--- src/i2c_host_pkg.sv ---
package i2c_host_pkg;

    // ------------------------------------------------------------
    // Target addressing
    // ------------------------------------------------------------
    localparam logic [6:0] TARGET_ADDR = 7'h1D;
    localparam logic       DIR_WRITE   = 1'h0;
    localparam logic       DIR_READ    = 1'h1;

    // ------------------------------------------------------------
    // Timing
    // ------------------------------------------------------------
    localparam int SCL_PERIOD_NS = 2500;
    localparam int CLK_PERIOD_NS = 20;
    localparam int QUARTER_CYC   = (SCL_PERIOD_NS / 4 + CLK_PERIOD_NS - 1) / CLK_PERIOD_NS;
    localparam int QCNT_W        = 6;
    localparam logic [QCNT_W-1:0] QUARTER_LAST = QCNT_W'(QUARTER_CYC - 1);

    // ------------------------------------------------------------
    // Widths and depths
    // ------------------------------------------------------------
    localparam int DATA_W     = 8;
    localparam int FIFO_DEPTH = 16;
    localparam int LEN_W      = 5;
    localparam logic [3:0] ACK_BIT = 4'h8;
    localparam logic [7:0] IDLE_BYTE = 8'hFF;

    // ------------------------------------------------------------
    // Types
    // ------------------------------------------------------------
    typedef enum logic [2:0] {
        ST_IDLE  = 3'h0,
        ST_START = 3'h1,
        ST_BITS  = 3'h3,
        ST_STOP  = 3'h2,
        ST_WAIT  = 3'h6
    } state_t;

    typedef enum logic [2:0] {
        K_ADDR_W = 3'h0,
        K_REG    = 3'h1,
        K_ADDR_R = 3'h2,
        K_WR     = 3'h3,
        K_RD     = 3'h4
    } kind_t;

    typedef struct packed {
        logic             rd;
        logic [7:0]       reg_addr;
        logic [LEN_W-1:0] len;
    } cmd_t;

endpackage

--- src/byte_fifo.sv ---
`timescale 1ns/1ps
module byte_fifo #(
    parameter int WIDTH = 8,
    parameter int DEPTH = 16
) (
    input  wire logic             core_clk,
    input  wire logic             reset,
    input  wire logic             in_valid,
    output logic                  in_ready,
    input  wire logic [WIDTH-1:0] in_data,
    output logic                  out_valid,
    input  wire logic             out_ready,
    output logic [WIDTH-1:0]      out_data
);
    localparam int PW = $clog2(DEPTH);
    localparam logic [PW:0] DEPTH_C = (PW+1)'(DEPTH);

    logic [WIDTH-1:0] mem_q [DEPTH];
    logic [PW-1:0]    wr_ptr_q;
    logic [PW-1:0]    rd_ptr_q;
    logic [PW:0]      count_q;
    logic [PW:0]      count_d;
    logic             in_ready_q;
    logic             push;
    logic             pop;

    assign push      = in_valid && in_ready_q;
    assign pop       = out_ready && out_valid;
    assign out_valid = (count_q != '0);
    assign out_data  = mem_q[rd_ptr_q];
    assign in_ready  = in_ready_q;
    assign count_d   = count_q + (PW+1)'(push) - (PW+1)'(pop);

    always_ff @(posedge core_clk) begin
        if (push) begin
            mem_q[wr_ptr_q] <= in_data;
        end
    end

    always_ff @(posedge core_clk or posedge reset) begin
        if (reset) begin
            wr_ptr_q   <= '0;
            rd_ptr_q   <= '0;
            count_q    <= '0;
            in_ready_q <= 1'b1;
        end else begin
            if (push) begin
                wr_ptr_q <= wr_ptr_q + PW'(1);
            end
            if (pop) begin
                rd_ptr_q <= rd_ptr_q + PW'(1);
            end
            count_q    <= count_d;
            // Full is known a cycle ahead so ready stays a flop
            in_ready_q <= (count_d < DEPTH_C);
        end
    end
endmodule

--- src/i2c_host.sv ---
// Summary of operation
// RULE1: Start is data falling while clock stays high.
// RULE2: Target holds bus busy from start until stop.
// RULE3: First byte is seven address bits then direction, one means read.
// RULE4: Target joins only on exact address match.
// RULE5: Ninth clock of each byte is the receiver's acknowledge slot.
// RULE6: Byte sender releases data during the acknowledge slot.
// RULE7: Acknowledger holds data low through the whole clock high phase.
// RULE8: Repeated start switches from setting pointer to reading it.
// RULE9: Data rising while clock high is stop; every transfer ends so.
// RULE10: Target address is fixed; wire byte 0x3B reads, 0x3A writes.
// RULE11: Target works at fast and standard clock rates.
// RULE12: Target returns bytes most significant bit first.
// RULE13: Read opens with address-write and register index, both acknowledged.
// RULE14: After repeated start and address-read, target sends pointed register.
// RULE15: Host ends read by not acknowledging last byte, then stop.
// RULE16: Target advances pointer after each byte read.
// RULE17: Target sends while host acknowledges; stops on missing acknowledge.
// RULE18: Write is start, address-write, index, data, each acknowledged, then stop.
// RULE19: Target stores each acknowledged write byte at pointer.
// RULE20: Target leaves bus alone during others' traffic.
// RULE21: Target advances pointer after each written byte.
// RULE22: Unmatched target never acknowledges and waits for next start.
// RULE23: Target drives data only low, only in its slots.
`timescale 1ns/1ps
module i2c_host
    import i2c_host_pkg::*;
(
    input  wire logic              core_clk,
    input  wire logic              reset,
    input  wire logic              cmd_valid,
    input  wire cmd_t              cmd,
    output logic                   cmd_ready,
    input  wire logic              wr_valid,
    input  wire logic [DATA_W-1:0] wr_data,
    output logic                   wr_ready,
    output logic [DATA_W-1:0]      rd_data,
    output logic                   rd_valid,
    output logic                   done,
    output logic                   nack_err,
    input  wire logic              scl_i,
    output logic                   scl_o,
    output logic                   scl_oe_n,
    input  wire logic              sda_i,
    output logic                   sda_o,
    output logic                   sda_oe_n
);
    state_t             state_q;
    kind_t              kind_q;
    cmd_t               cmd_q;
    logic [1:0]         phase_q;
    logic [3:0]         bit_q;
    logic [7:0]         sh_q;
    logic [LEN_W-1:0]   rem_q;
    logic [QCNT_W-1:0]  qcnt_q;
    logic               sample_q;
    logic               scl_m_q, scl_s_q, sda_m_q, sda_s_q;
    logic               scl_oe_n_q, sda_oe_n_q, scl_oe_n_d, sda_oe_n_d;
    logic               cmd_ready_q, rd_valid_q, done_q, nack_q;
    logic [DATA_W-1:0]  rd_data_q;
    logic               adv, byte_end, tx_byte, drive_low, pop;
    logic               fifo_valid;
    logic [DATA_W-1:0]  fifo_data;

    // ------------------------------------------------------------
    // Write data buffer
    // ------------------------------------------------------------
    byte_fifo #(.WIDTH(DATA_W), .DEPTH(FIFO_DEPTH)) u_fifo (
        .core_clk  (core_clk),
        .reset     (reset),
        .in_valid  (wr_valid),
        .in_ready  (wr_ready),
        .in_data   (wr_data),
        .out_valid (fifo_valid),
        .out_ready (pop),
        .out_data  (fifo_data)
    );

    // ------------------------------------------------------------
    // Pin synchronisers
    // ------------------------------------------------------------
    always_ff @(posedge core_clk or posedge reset) begin
        if (reset) begin
            scl_m_q <= 1'b1;
            scl_s_q <= 1'b1;
            sda_m_q <= 1'b1;
            sda_s_q <= 1'b1;
        end else begin
            scl_m_q <= scl_i;
            scl_s_q <= scl_m_q;
            sda_m_q <= sda_i;
            sda_s_q <= sda_m_q;
        end
    end

    // ------------------------------------------------------------
    // Quarter-bit timer
    // ------------------------------------------------------------
    // High phase waits for the line to read high, so a stretching target is honoured
    always_ff @(posedge core_clk or posedge reset) begin
        if (reset) begin
            qcnt_q <= '0;
        end else if (state_q == ST_IDLE || state_q == ST_WAIT || adv) begin
            qcnt_q <= '0;
        end else if (phase_q[1] && !scl_s_q) begin
            qcnt_q <= '0;
        end else begin
            qcnt_q <= qcnt_q + QCNT_W'(1); // RULE11
        end
    end

    assign adv      = (qcnt_q == QUARTER_LAST);
    assign tx_byte  = (kind_q != K_RD);
    assign byte_end = adv && state_q == ST_BITS && phase_q == 2'h3 && bit_q == ACK_BIT;
    assign pop      = (state_q == ST_WAIT) && fifo_valid;

    // ------------------------------------------------------------
    // Line drive
    // ------------------------------------------------------------
    always_comb begin
        if (bit_q != ACK_BIT) begin
            drive_low = tx_byte && !sh_q[7];
        end else if (tx_byte) begin
            drive_low = 1'b0; // RULE6
        end else begin
            drive_low = (rem_q != LEN_W'(1)); // RULE15 RULE17
        end
    end

    // Data only changes in the second low quarter, except start and stop in the last high quarter; never beside a clock edge
    always_comb begin
        scl_oe_n_d = 1'b1;
        sda_oe_n_d = sda_oe_n_q;
        case (state_q)
            ST_IDLE: begin
                sda_oe_n_d = 1'b1;
            end
            ST_START: begin
                scl_oe_n_d = phase_q[1];
                if (phase_q == 2'h1 || phase_q == 2'h2) begin
                    sda_oe_n_d = 1'b1;
                end else if (phase_q == 2'h3) begin
                    sda_oe_n_d = 1'b0; // RULE1
                end
            end
            ST_BITS: begin
                scl_oe_n_d = phase_q[1];
                if (phase_q == 2'h1) begin
                    sda_oe_n_d = !drive_low; // RULE7
                end
            end
            ST_STOP: begin
                scl_oe_n_d = phase_q[1];
                if (phase_q == 2'h1 || phase_q == 2'h2) begin
                    sda_oe_n_d = 1'b0;
                end else if (phase_q == 2'h3) begin
                    sda_oe_n_d = 1'b1; // RULE9
                end
            end
            ST_WAIT: begin
                scl_oe_n_d = 1'b0;
            end
            default: begin
                sda_oe_n_d = 1'b1;
            end
        endcase
    end

    always_ff @(posedge core_clk or posedge reset) begin
        if (reset) begin
            scl_oe_n_q <= 1'b1;
            sda_oe_n_q <= 1'b1;
        end else begin
            scl_oe_n_q <= scl_oe_n_d;
            sda_oe_n_q <= sda_oe_n_d;
        end
    end

    // ------------------------------------------------------------
    // Transfer sequencer
    // ------------------------------------------------------------
    always_ff @(posedge core_clk or posedge reset) begin
        if (reset) begin
            state_q     <= ST_IDLE;
            kind_q      <= K_ADDR_W;
            cmd_q       <= '0;
            phase_q     <= '0;
            bit_q       <= '0;
            sh_q        <= IDLE_BYTE;
            rem_q       <= '0;
            sample_q    <= 1'b1;
            cmd_ready_q <= 1'b1;
            rd_valid_q  <= 1'b0;
            rd_data_q   <= '0;
            done_q      <= 1'b0;
            nack_q      <= 1'b0;
        end else begin
            rd_valid_q <= 1'b0;
            done_q     <= 1'b0;
            nack_q     <= 1'b0;
            if (adv && state_q != ST_IDLE && state_q != ST_WAIT) begin
                phase_q <= phase_q + 2'h1;
            end
            if (adv && phase_q == 2'h2) begin
                sample_q <= sda_s_q;
            end
            case (state_q)
                ST_IDLE: begin
                    if (cmd_valid && cmd_ready_q) begin
                        cmd_q       <= cmd;
                        cmd_ready_q <= 1'b0;
                        rem_q       <= (cmd.rd && cmd.len == '0) ? LEN_W'(1) : cmd.len;
                        kind_q      <= K_ADDR_W;
                        phase_q     <= '0;
                        state_q     <= ST_START;
                    end
                end
                ST_START: begin
                    if (adv && phase_q == 2'h3) begin
                        state_q <= ST_BITS;
                        bit_q   <= '0;
                        sh_q    <= {TARGET_ADDR, (kind_q == K_ADDR_R)}; // RULE3
                    end
                end
                ST_BITS: begin
                    if (adv && phase_q == 2'h3 && bit_q != ACK_BIT) begin
                        sh_q  <= {sh_q[6:0], sample_q};
                        bit_q <= bit_q + 4'h1;
                    end else if (byte_end) begin
                        bit_q <= '0;
                        if (tx_byte && sample_q) begin
                            nack_q  <= 1'b1; // RULE5
                            state_q <= ST_STOP;
                        end else begin
                            case (kind_q)
                                K_ADDR_W: begin
                                    kind_q <= K_REG; // RULE13
                                    sh_q   <= cmd_q.reg_addr;
                                end
                                K_REG: begin
                                    if (cmd_q.rd) begin
                                        kind_q  <= K_ADDR_R; // RULE8
                                        state_q <= ST_START;
                                    end else if (rem_q == '0) begin
                                        state_q <= ST_STOP;
                                    end else begin
                                        kind_q  <= K_WR; // RULE18
                                        state_q <= ST_WAIT;
                                    end
                                end
                                K_ADDR_R: begin
                                    kind_q <= K_RD;
                                    sh_q   <= IDLE_BYTE;
                                end
                                K_WR: begin
                                    rem_q   <= rem_q - LEN_W'(1);
                                    state_q <= (rem_q == LEN_W'(1)) ? ST_STOP : ST_WAIT;
                                end
                                default: begin
                                    rd_data_q  <= sh_q;
                                    rd_valid_q <= 1'b1;
                                    rem_q      <= rem_q - LEN_W'(1);
                                    sh_q       <= IDLE_BYTE;
                                    if (rem_q == LEN_W'(1)) begin
                                        state_q <= ST_STOP; // RULE15
                                    end
                                end
                            endcase
                        end
                    end
                end
                ST_WAIT: begin
                    // Empty buffer holds the clock low rather than sending stale data
                    if (fifo_valid) begin
                        sh_q    <= fifo_data;
                        bit_q   <= '0;
                        phase_q <= '0;
                        state_q <= ST_BITS;
                    end
                end
                ST_STOP: begin
                    if (adv && phase_q == 2'h3) begin
                        state_q     <= ST_IDLE; // RULE9
                        done_q      <= 1'b1;
                        cmd_ready_q <= 1'b1;
                    end
                end
                default: begin
                    state_q <= ST_IDLE;
                end
            endcase
        end
    end

    assign cmd_ready = cmd_ready_q;
    assign rd_data   = rd_data_q;
    assign rd_valid  = rd_valid_q;
    assign done      = done_q;
    assign nack_err  = nack_q;
    assign scl_o     = 1'b0;
    assign sda_o     = 1'b0;
    assign scl_oe_n  = scl_oe_n_q;
    assign sda_oe_n  = sda_oe_n_q;
endmodule

--- config.mk ---
export PLATFORM = sky130hd
export DESIGN_NAME = i2c_host
export DESIGN_NICKNAME = d
export VERILOG_FILES = /design/src/i2c_host_pkg.sv /design/src/byte_fifo.sv /design/src/i2c_host.sv
export SDC_FILE = /design/constraint.sdc
export NUM_CORES = 1
export LEC_CHECK = 0
export BUFFER_PORTS_ARGS = -buffer_cell sky130_fd_sc_hd__clkbuf_2
export CAP_MARGIN = 10
export CORE_MARGIN = 2
export CORE_UTILIZATION = 30
export DETAILED_ROUTE_END_ITERATION = 10
export PLACE_DENSITY = 0.5
export SYNTH_ARGS = -nofsm -noshare
export SYNTH_HDL_FRONTEND = slang
export SYNTH_SLANG_ARGS = --single-unit
--- constraint.sdc ---
create_clock -name core_clk -period 7.4 [get_ports core_clk]
set_input_delay 0.37 -clock core_clk [delete_from_list [all_inputs] [get_ports core_clk]]
set_output_delay 0.37 -clock core_clk [all_outputs]
set_load 0.05 [all_outputs]
==> reports/qor.csv, run 1 <==
metric,value,unit
ys.flop_type,edfxtp_1,
power,2.685,mW
yosysMostFrequentCell,edfxtp_1,
synth.top_cell.area_share,42.88,%
power.density,260.4,nW/um^2
numClockSinks,201,
synth_edf_count,128,
clk_pin_slew,60,ps
setup_viol,0,
vias,5454,
cts_inserted_buffers,24,
maxCapViolCount,0,
wl_per_cell,19.02,um
critical_path_class,flop to flop,
cts_resized,0,
ios,45,
start_kind,flop,
area_growth,15.02,%
utilization,34.88,%
synth_area_leader_cell,edfxtp_1,
synth.area.top_cells,"edfxtp_1 (43%), dfrtp_1 (16%), dfstp_2 (5.0%)",
grt_remaining_overflow,0,
async_flop_share,36.32,%
path_cells,and3b_1 -> nor2b_1 -> ha_1 -> inv_1 -> ha_1 -> inv_1 -> fa_1 -> inv_1 -> a21oi_1 -> nor2_1 -> nor2_1 -> xnor2_1,
row_count,63,
finalCritPeriodShare,43.01,%
clockBufferDepth,3,
relSlewSlack,23.90,%
detail_route.vias_per_cell,5.013,
arrival,3570,ps
syn_avg_cell_area,14.05,um^2
tns,0,ps
ant_nets,0,
grt_pass1_vias,5653,
max_stage_delay,680,ps
initialDrtViolationCount,350,
fin_crit,3183,ps
nNetsFinal,731,
cts_tree,done,
grt_pass1_wl,32.70,mm
leakagePower,3.830,nW
synth_common_cells,"edfxtp_1 (128), dfrtp_1 (56), mux2_2 (35), nor2_1 (35), inv_1 (25)",
status,"complete, no violations",
portBuffers,42,
final-hold-violation-count,0,
cp_max_fo,18,
chipHeight,176.9,um
synthCells,638,
syn-cell-area,8964,um^2
start_util,30.32,%
antenna_found_initial,0,
drt_wl_total,20.69,mm
dp_hpwl,13.71,mm
firstDrtPassIters,5,
max_freq,314.2,MHz
maxSlewViolCount,0,
ys_warn_count,0,
ys_seq_elements,201,
drive_gt1_share,22.64,%
synth-seq-area-share,63.50,%
grtUsageTotal,13.56,%
cp-end-kind,flop,
root_buffer,clkbuf_16,
critical_path.most_common_cell,inv_1,
crit_path_top_delay_cell,dfrtp_1,
die_w,176.9,um
place_congestion,0.8096,
reg2regPathDepth,12,
fin_worst_skew,12.23,ps
required,7790,ps
rsz0062_at_grt,no,
htree_levels,1,
hold_path_class,input port to flop,
dieArea,31280,um^2
diodes,0,
netlist-cell-type-count,69,
tightest_slew,1113,ps
peakVddDrop,0.0001415,V
drc,0,
min_delay_path_depth,2,
grt_max_degree,74,
core_area,29560,um^2
clk_latency,510,ps
[metal layers]
metal / vias to the layer above / part of all wire (%) / GRT usage [%]
met1: 2777 / 46 / 18.38
met5: - / 0 / 0
met2: 128 / 47 / 22.17
met3: 44 / 4.4 / 2.427
met4: 0 / 3.0 / 4.098
li1: 2505 / - / -
[layout by cell type (no fill, tap or decap), drive strengths merged, types with 4 or more instances in the layout]
master / count
xor2: 6
nand2: 25
xnor2: 11
and2: 14
mux2: 35
nor2b: 15
edfxtp: 128
nor2: 35
dfrtp: 56
dfstp: 17
a2bb2oi: 5
a31oi: 10
a211oi: 8
a2111oi: 9
clkinv: 8
o21a: 4
clkbuf: 75
and3: 7
mux4: 12
nand2b: 6
a21oi: 15
nand3: 9
nor3: 15
o221ai: 4
mux2i: 18
nor4: 8
inv: 25
o21ai: 23
nor3b: 5
o22ai: 9
ha: 21
buf: 5
a22o: 5
[state kept, by name, indices dropped and copies added (netlist names), 4 cells and up]
signal and count:
bit_q 4, cmd_q 9, qcnt_q 6, rd_data 8, rem_q 5, sh_q 8
u_fifo.count_q 5, u_fifo.mem_q 128, u_fifo.rd_ptr_q 4, u_fifo.wr_ptr_q 4
[through the flow]
stage	instance area [um^2]	hold WS, ps	std cells	worst slack (ps)
after floorplan	8967	345.2	639	4907
after global placement	9555	347.0	1043	4328
after detailed placement	9555	347.8	1043	4227
after CTS	10310	78.90	1088	4212
after global routing	10310	86.56	1088	3867
final	10310	89.78	1088	4217
[power breakdown]
| group | switching [mW] | internal (mW) | total, mW |
|---|---|---|---|
| Sequential | 0.0418 | 1.28 | 1.32 |
| Clock | 0.452 | 0.654 | 1.11 |
| Combinational | 0.161 | 0.0967 | 0.258 |
[cells by family after synthesis]
kind of cell               Yosys count  synth area share, %
and+or+nand+nor                    158                9.939
adders and majority gates           22                3.155
AOI/OAI and AO/OA                  116                9.422
xor gates and xnor gates            17                1.661
muxes                               65                9.422
DFF                                201                63.50
other                                1              0.04184
buffers and inverters               58                2.862
[cell type report]
cell class	instances	area (um^2)
Inverter	25	95.09
Clock inverter	10	78.83
Fill cell	2861	19250
Multi-Input combinational cell	380	3032
Tap cell	390	488.0
Timing Repair Buffer	49	267.8
Clock buffer	33	655.6
Sequential cell	201	5693
[worst paths after layout]
check | slack (ps) | end | from
worst max-delay path | 4220 | u_fifo.count_q[4]$_DFF_PP0_ | state_q[1]$_DFFE_PP0P_
worst min-delay path | 90 | cmd_q[5]$_DFFE_PP0P_ | cmd[5]
worst max register to register | 4220 | u_fifo.count_q[4]$_DFF_PP0_ | state_q[1]$_DFFE_PP0P_
worst min register to register | 350 | scl_s_q$_DFF_PP1_ | scl_m_q$_DFF_PP1_
max in group asynchronous | 6630 | u_fifo.rd_ptr_q[0]$_DFFE_PP0P_ | reset
min in group asynchronous | 130 | rem_q[2]$_DFFE_PP0P_ | reset
[timing repair]
action / 4_1_cts / 5_1_grt
hold buffers: 2 / 0
endpoints found under the hold margin: 2 / 0
buffers inserted: 0 / 0
[worst max-delay path: cells and delay by family, from the launching register on]
kind	cells	cell delay [ps]
AND/OR/NAND/NOR	4	1090
flip-flops	1	680
buffers and inverters	3	190
AO/OA/AOI/OAI	1	50
XOR/XNOR	1	120
adder cells (fa/ha/maj)	3	920
Power figures use the tool's default switching activity.
==> run 2, diff against run 1 <==
--- a/config.mk
+++ b/config.mk
@@ -5,12 +5,13 @@
 export SDC_FILE = /design/constraint.sdc
 export NUM_CORES = 1
 export LEC_CHECK = 0
+export ABC_AREA = 1
 export BUFFER_PORTS_ARGS = -buffer_cell sky130_fd_sc_hd__clkbuf_2
 export CAP_MARGIN = 10
 export CORE_MARGIN = 2
 export CORE_UTILIZATION = 30
 export DETAILED_ROUTE_END_ITERATION = 10
-export PLACE_DENSITY = 0.5
+export PLACE_DENSITY = 0.51
 export SYNTH_ARGS = -nofsm -noshare
 export SYNTH_HDL_FRONTEND = slang
 export SYNTH_SLANG_ARGS = --single-unit
==> constraint.sdc (replaced) <==
create_clock -name core_clk -period 2.76 [get_ports core_clk]
set_input_delay 0.138 -clock core_clk [delete_from_list [all_inputs] [get_ports core_clk]]
set_output_delay 0.138 -clock core_clk [all_outputs]
set_load 0.05 [all_outputs]
==> reports/qor.csv, run 2 <==
metric,value,unit,change
multi_input_area,3023,um^2,-0.29%
largest_reg_flops,128,,unchanged
nNetsFinal,1124,,+54%
peakVddDrop,0.0004254,V,+200%
switching_power,2.903,mW,+340%
tightest_slew,719.2,ps,-393.5 ps
ios,45,,unchanged
synthCells,997,,+56%
stdcell_count,1487,,+37%
max_stage_delay,390,ps,-290 ps
final-hold-violation-count,0,,unchanged
post_cts_buffers,0,,unchanged
critical_path.most_common_cell,inv_1,,
drc,0,,unchanged
clk_pin_slew,60,ps,about the same
leakagePower,4.832,nW,+26%
dieArea,32660,um^2,+4.4%
ctsHoldBuffers,18,,+16
power.density,814.4,nW/um^2,+210%
ys.flop_type,edfxtp_1,,
busiest_layer,met2,,
cts_tree,done,,
top_register,u_fifo.mem_q,,
synth_edf_count,128,,unchanged
maxSlewViolCount,0,,unchanged
diodes,0,,unchanged
p_int,6.100,mW,+200%
max_freq,403.2,MHz,+28%
area_growth,18.00,%,
grt_max_degree,75,,+1.4%
n_fill_cell,3139,,+9.7%
antenna_found_initial,0,,unchanged
start_kind,flop,,
grtUsageMet3,2.197,%,-0.23 points
async_flop_share,36.32,%,unchanged
maxCapViolCount,0,,unchanged
worstHoldStart,cmd_valid,,
drive_gt1_share,13.57,%,-9.1 points
grt_remaining_overflow,0,,unchanged
pwr-share-clk,33.2,%,-8.0 points
vias,6822,,+25%
ys_seq_elements,201,,unchanged
crit_family,adder cells,,
drt_wl_total,23.02,mm,+11%
synth_common_cells,"nand2_1 (319), edfxtp_1 (128), inv_1 (125)",,
root_buffer,clkbuf_16,,
initialDrtViolationCount,466,,+33%
grt_pass1_vias,6759,,+20%
start_util,30.55,%,+0.22 points
required,3180,ps,-4610 ps
crit_path_top_delay_cell,dfrtp_1,,
portBuffers,42,,unchanged
cp_max_fo,5,,-13
synth.top_cell.area_share,41.03,%,-1.9 points
critical_path_class,flop to flop,,
cp-end-kind,flop,,
r2r_start,u_fifo.count_q[2]$_DFF_PP0_,,
layout_commonest_cell,nand2_1,,
numClockSinks,201,,unchanged
place_congestion,0.8529,,+5.3%
seq_area,5693,um^2,unchanged
fin_worst_skew,15.76,ps,+3.526 ps
netlist-cell-type-count,39,,-43%
rsz0062_at_grt,no,,
htree_levels,1,,unchanged
hold_ws,24.26,ps,-65.52 ps
finalCritPeriodShare,89.85,%,+47 points
utilization,36.05,%,+1.2 points
top_regs,"u_fifo.mem_q: 128 flops, cmd_q: 9 flops",,
arrival,2900,ps,-670 ps
row_count,64,,+1.6%
core_area,30670,um^2,+3.8%
cts_inserted_buffers,23,,-4.2%
cts_resized,0,,unchanged
pwr-share-comb,23.1,%,+14 points
clk_latency,530,ps,+20 ps
hold_path_class,input port to flop,,
met2_usage,24.03,%,+1.9 points
chipHeight,180.7,um,+2.2%
synth_area_leader_cell,edfxtp_1,,
status,"complete, no violations",,
place_inst,1427,,+37%
tns,0,ps,unchanged
met1_usage,19.34,%,+0.96 points
fin_crit,2480,ps,-702.9 ps
setup_viol,0,,unchanged
grtUsageTotal,14.17,%,+0.62 points
yosysMostFrequentCell,nand2_1,,
synth.area.top_cells,"edfxtp_1 (41%), dfrtp_1 (15%), nand2_1 (13%)",,
syn_avg_cell_area,9.397,um^2,-33%
final_cell_mix,"nand2_1 (319), edfxtp_1 (128), inv_1 (124), nand3_1 (113), nor2_1 (56)",,
dp_hpwl,15.21,mm,+11%
clockBufferDepth,3,,unchanged
ant_nets,0,,unchanged
power.share.sequential,43.7,%,-5.5 points
die_w,180.7,um,+2.2%
path_cells,inv_1 -> ha_1 -> nand3_1 -> nand2_1 -> inv_1 -> ha_1 -> inv_1 -> ha_1 -> inv_1 -> fa_1 -> o21ai_0 -> xnor2_1 -> inv_1,,
grt_pass1_wl,37.03,mm,+13%
relSlewSlack,51.87,%,+28 points
swShare,32.25,%,+7.9 points
ys_warn_count,0,,unchanged
synth-seq-area-share,60.75,%,-2.7 points
detail_route.vias_per_cell,4.588,,-8.5%
setup.worst_path.start,u_fifo.count_q[2]$_DFF_PP0_,,
wl_per_cell,15.48,um,-19%
syn-cell-area,9369,um^2,+4.5%
path_buf_inv,5,,+2
firstDrtPassIters,5,,unchanged
run 2: changes by cell type in the layout (fill, tap and decap cells not counted), moves of 15 or more:
cell           previous run  this run
buf_4                     5        24
dlygate4sd3_1             2        18
inv_1                    24       124
mux2_2                   35         1
mux2i_1                  18         0
nand2_1                  24       319
nand3_1                   9       113
nor2_1                   35        56
nor2b_1                  15         0
run 2: layer usage:
| metal | vias up | wire length (um) |
|---|---|---|
| li1 | 3389 | - |
| met1 | 3266 | 10620 |
| met2 | 136 | 10970 |
| met3 | 31 | 1035 |
| met4 | 0 | 386 |
| met5 | - | 0 |
run 2: through the flow:
step	power, mW	area, um^2	worst slack, ps
3_3_place_gp	6.049	10120	341.3
2_1_floorplan	5.480	9373	368.9
5_1_grt	9.548	11060	33.56
3_5_place_dp	6.058	10120	272.6
4_1_cts	9.100	11060	270.9
6_report	9.003	11060	280.1
run 2: cell families (layout without fill, tap and decap cells):
| kind of cell | count (synthesis) | count (layout) | synth area share, % |
|---|---|---|---|
| xor gates and xnor gates | 13 | 13 | 1.215 |
| AOI/OAI and AO/OA | 74 | 74 | 4.460 |
| muxes | 1 | 1 | 0.1202 |
| adders and majority gates | 22 | 22 | 3.018 |
| DFF | 201 | 201 | 60.75 |
| and+or+nand+nor | 518 | 518 | 23.37 |
| buffers and inverters | 167 | 260 | 7.025 |
| other | 1 | 2 | 0.04003 |
run 2: power groups by stage:
stage / registers (mW) / logic, mW / clock network [mW]
final: 3.93 / 2.08 / 2.99
after global routing: 3.99 / 2.37 / 3.19
after CTS: 3.94 / 2.09 / 3.07
after detailed placement: 3.99 / 2.07 / 0
after global placement: 3.99 / 2.06 / 0
after floorplan: 4.01 / 1.47 / 0
run 2: layout make-up:
| class | instances | share of cell area (%) |
|---|---|---|
| tap | 396 | 4.482 |
| multi-input combinational | 630 | 27.34 |
| sequential | 201 | 51.49 |
| inverter | 133 | 4.538 |
| clock inverter | 12 | 0.8035 |
| clock buffer | 30 | 5.998 |
| timing repair buffer | 85 | 5.342 |
run 2: worst paths after layout:
check,slack (ps),to,depth (start not counted)
max in group asynchronous,1740,scl_m_q$_DFF_PP1_,4
min reg2reg,360,scl_s_q$_DFF_PP1_,0
max,280,u_fifo.count_q[4]$_DFF_PP0_,13
min in group asynchronous,180,u_fifo.wr_ptr_q[1]$_DFFE_PP0N_,3
max reg2reg,280,u_fifo.count_q[4]$_DFF_PP0_,13
min,20,phase_q[1]$_DFF_PP0_,4
run 2: worst register-to-register path, stage by stage, from the launching register on:
cell,delay (ps)
dfrtp_1,390
inv_1,80
ha_1,150
nand3_1,140
nand2_1,120
inv_1,100
ha_1,290
inv_1,60
ha_1,150
inv_1,50
fa_1,390
o21ai_0,220
xnor2_1,160
inv_1,50
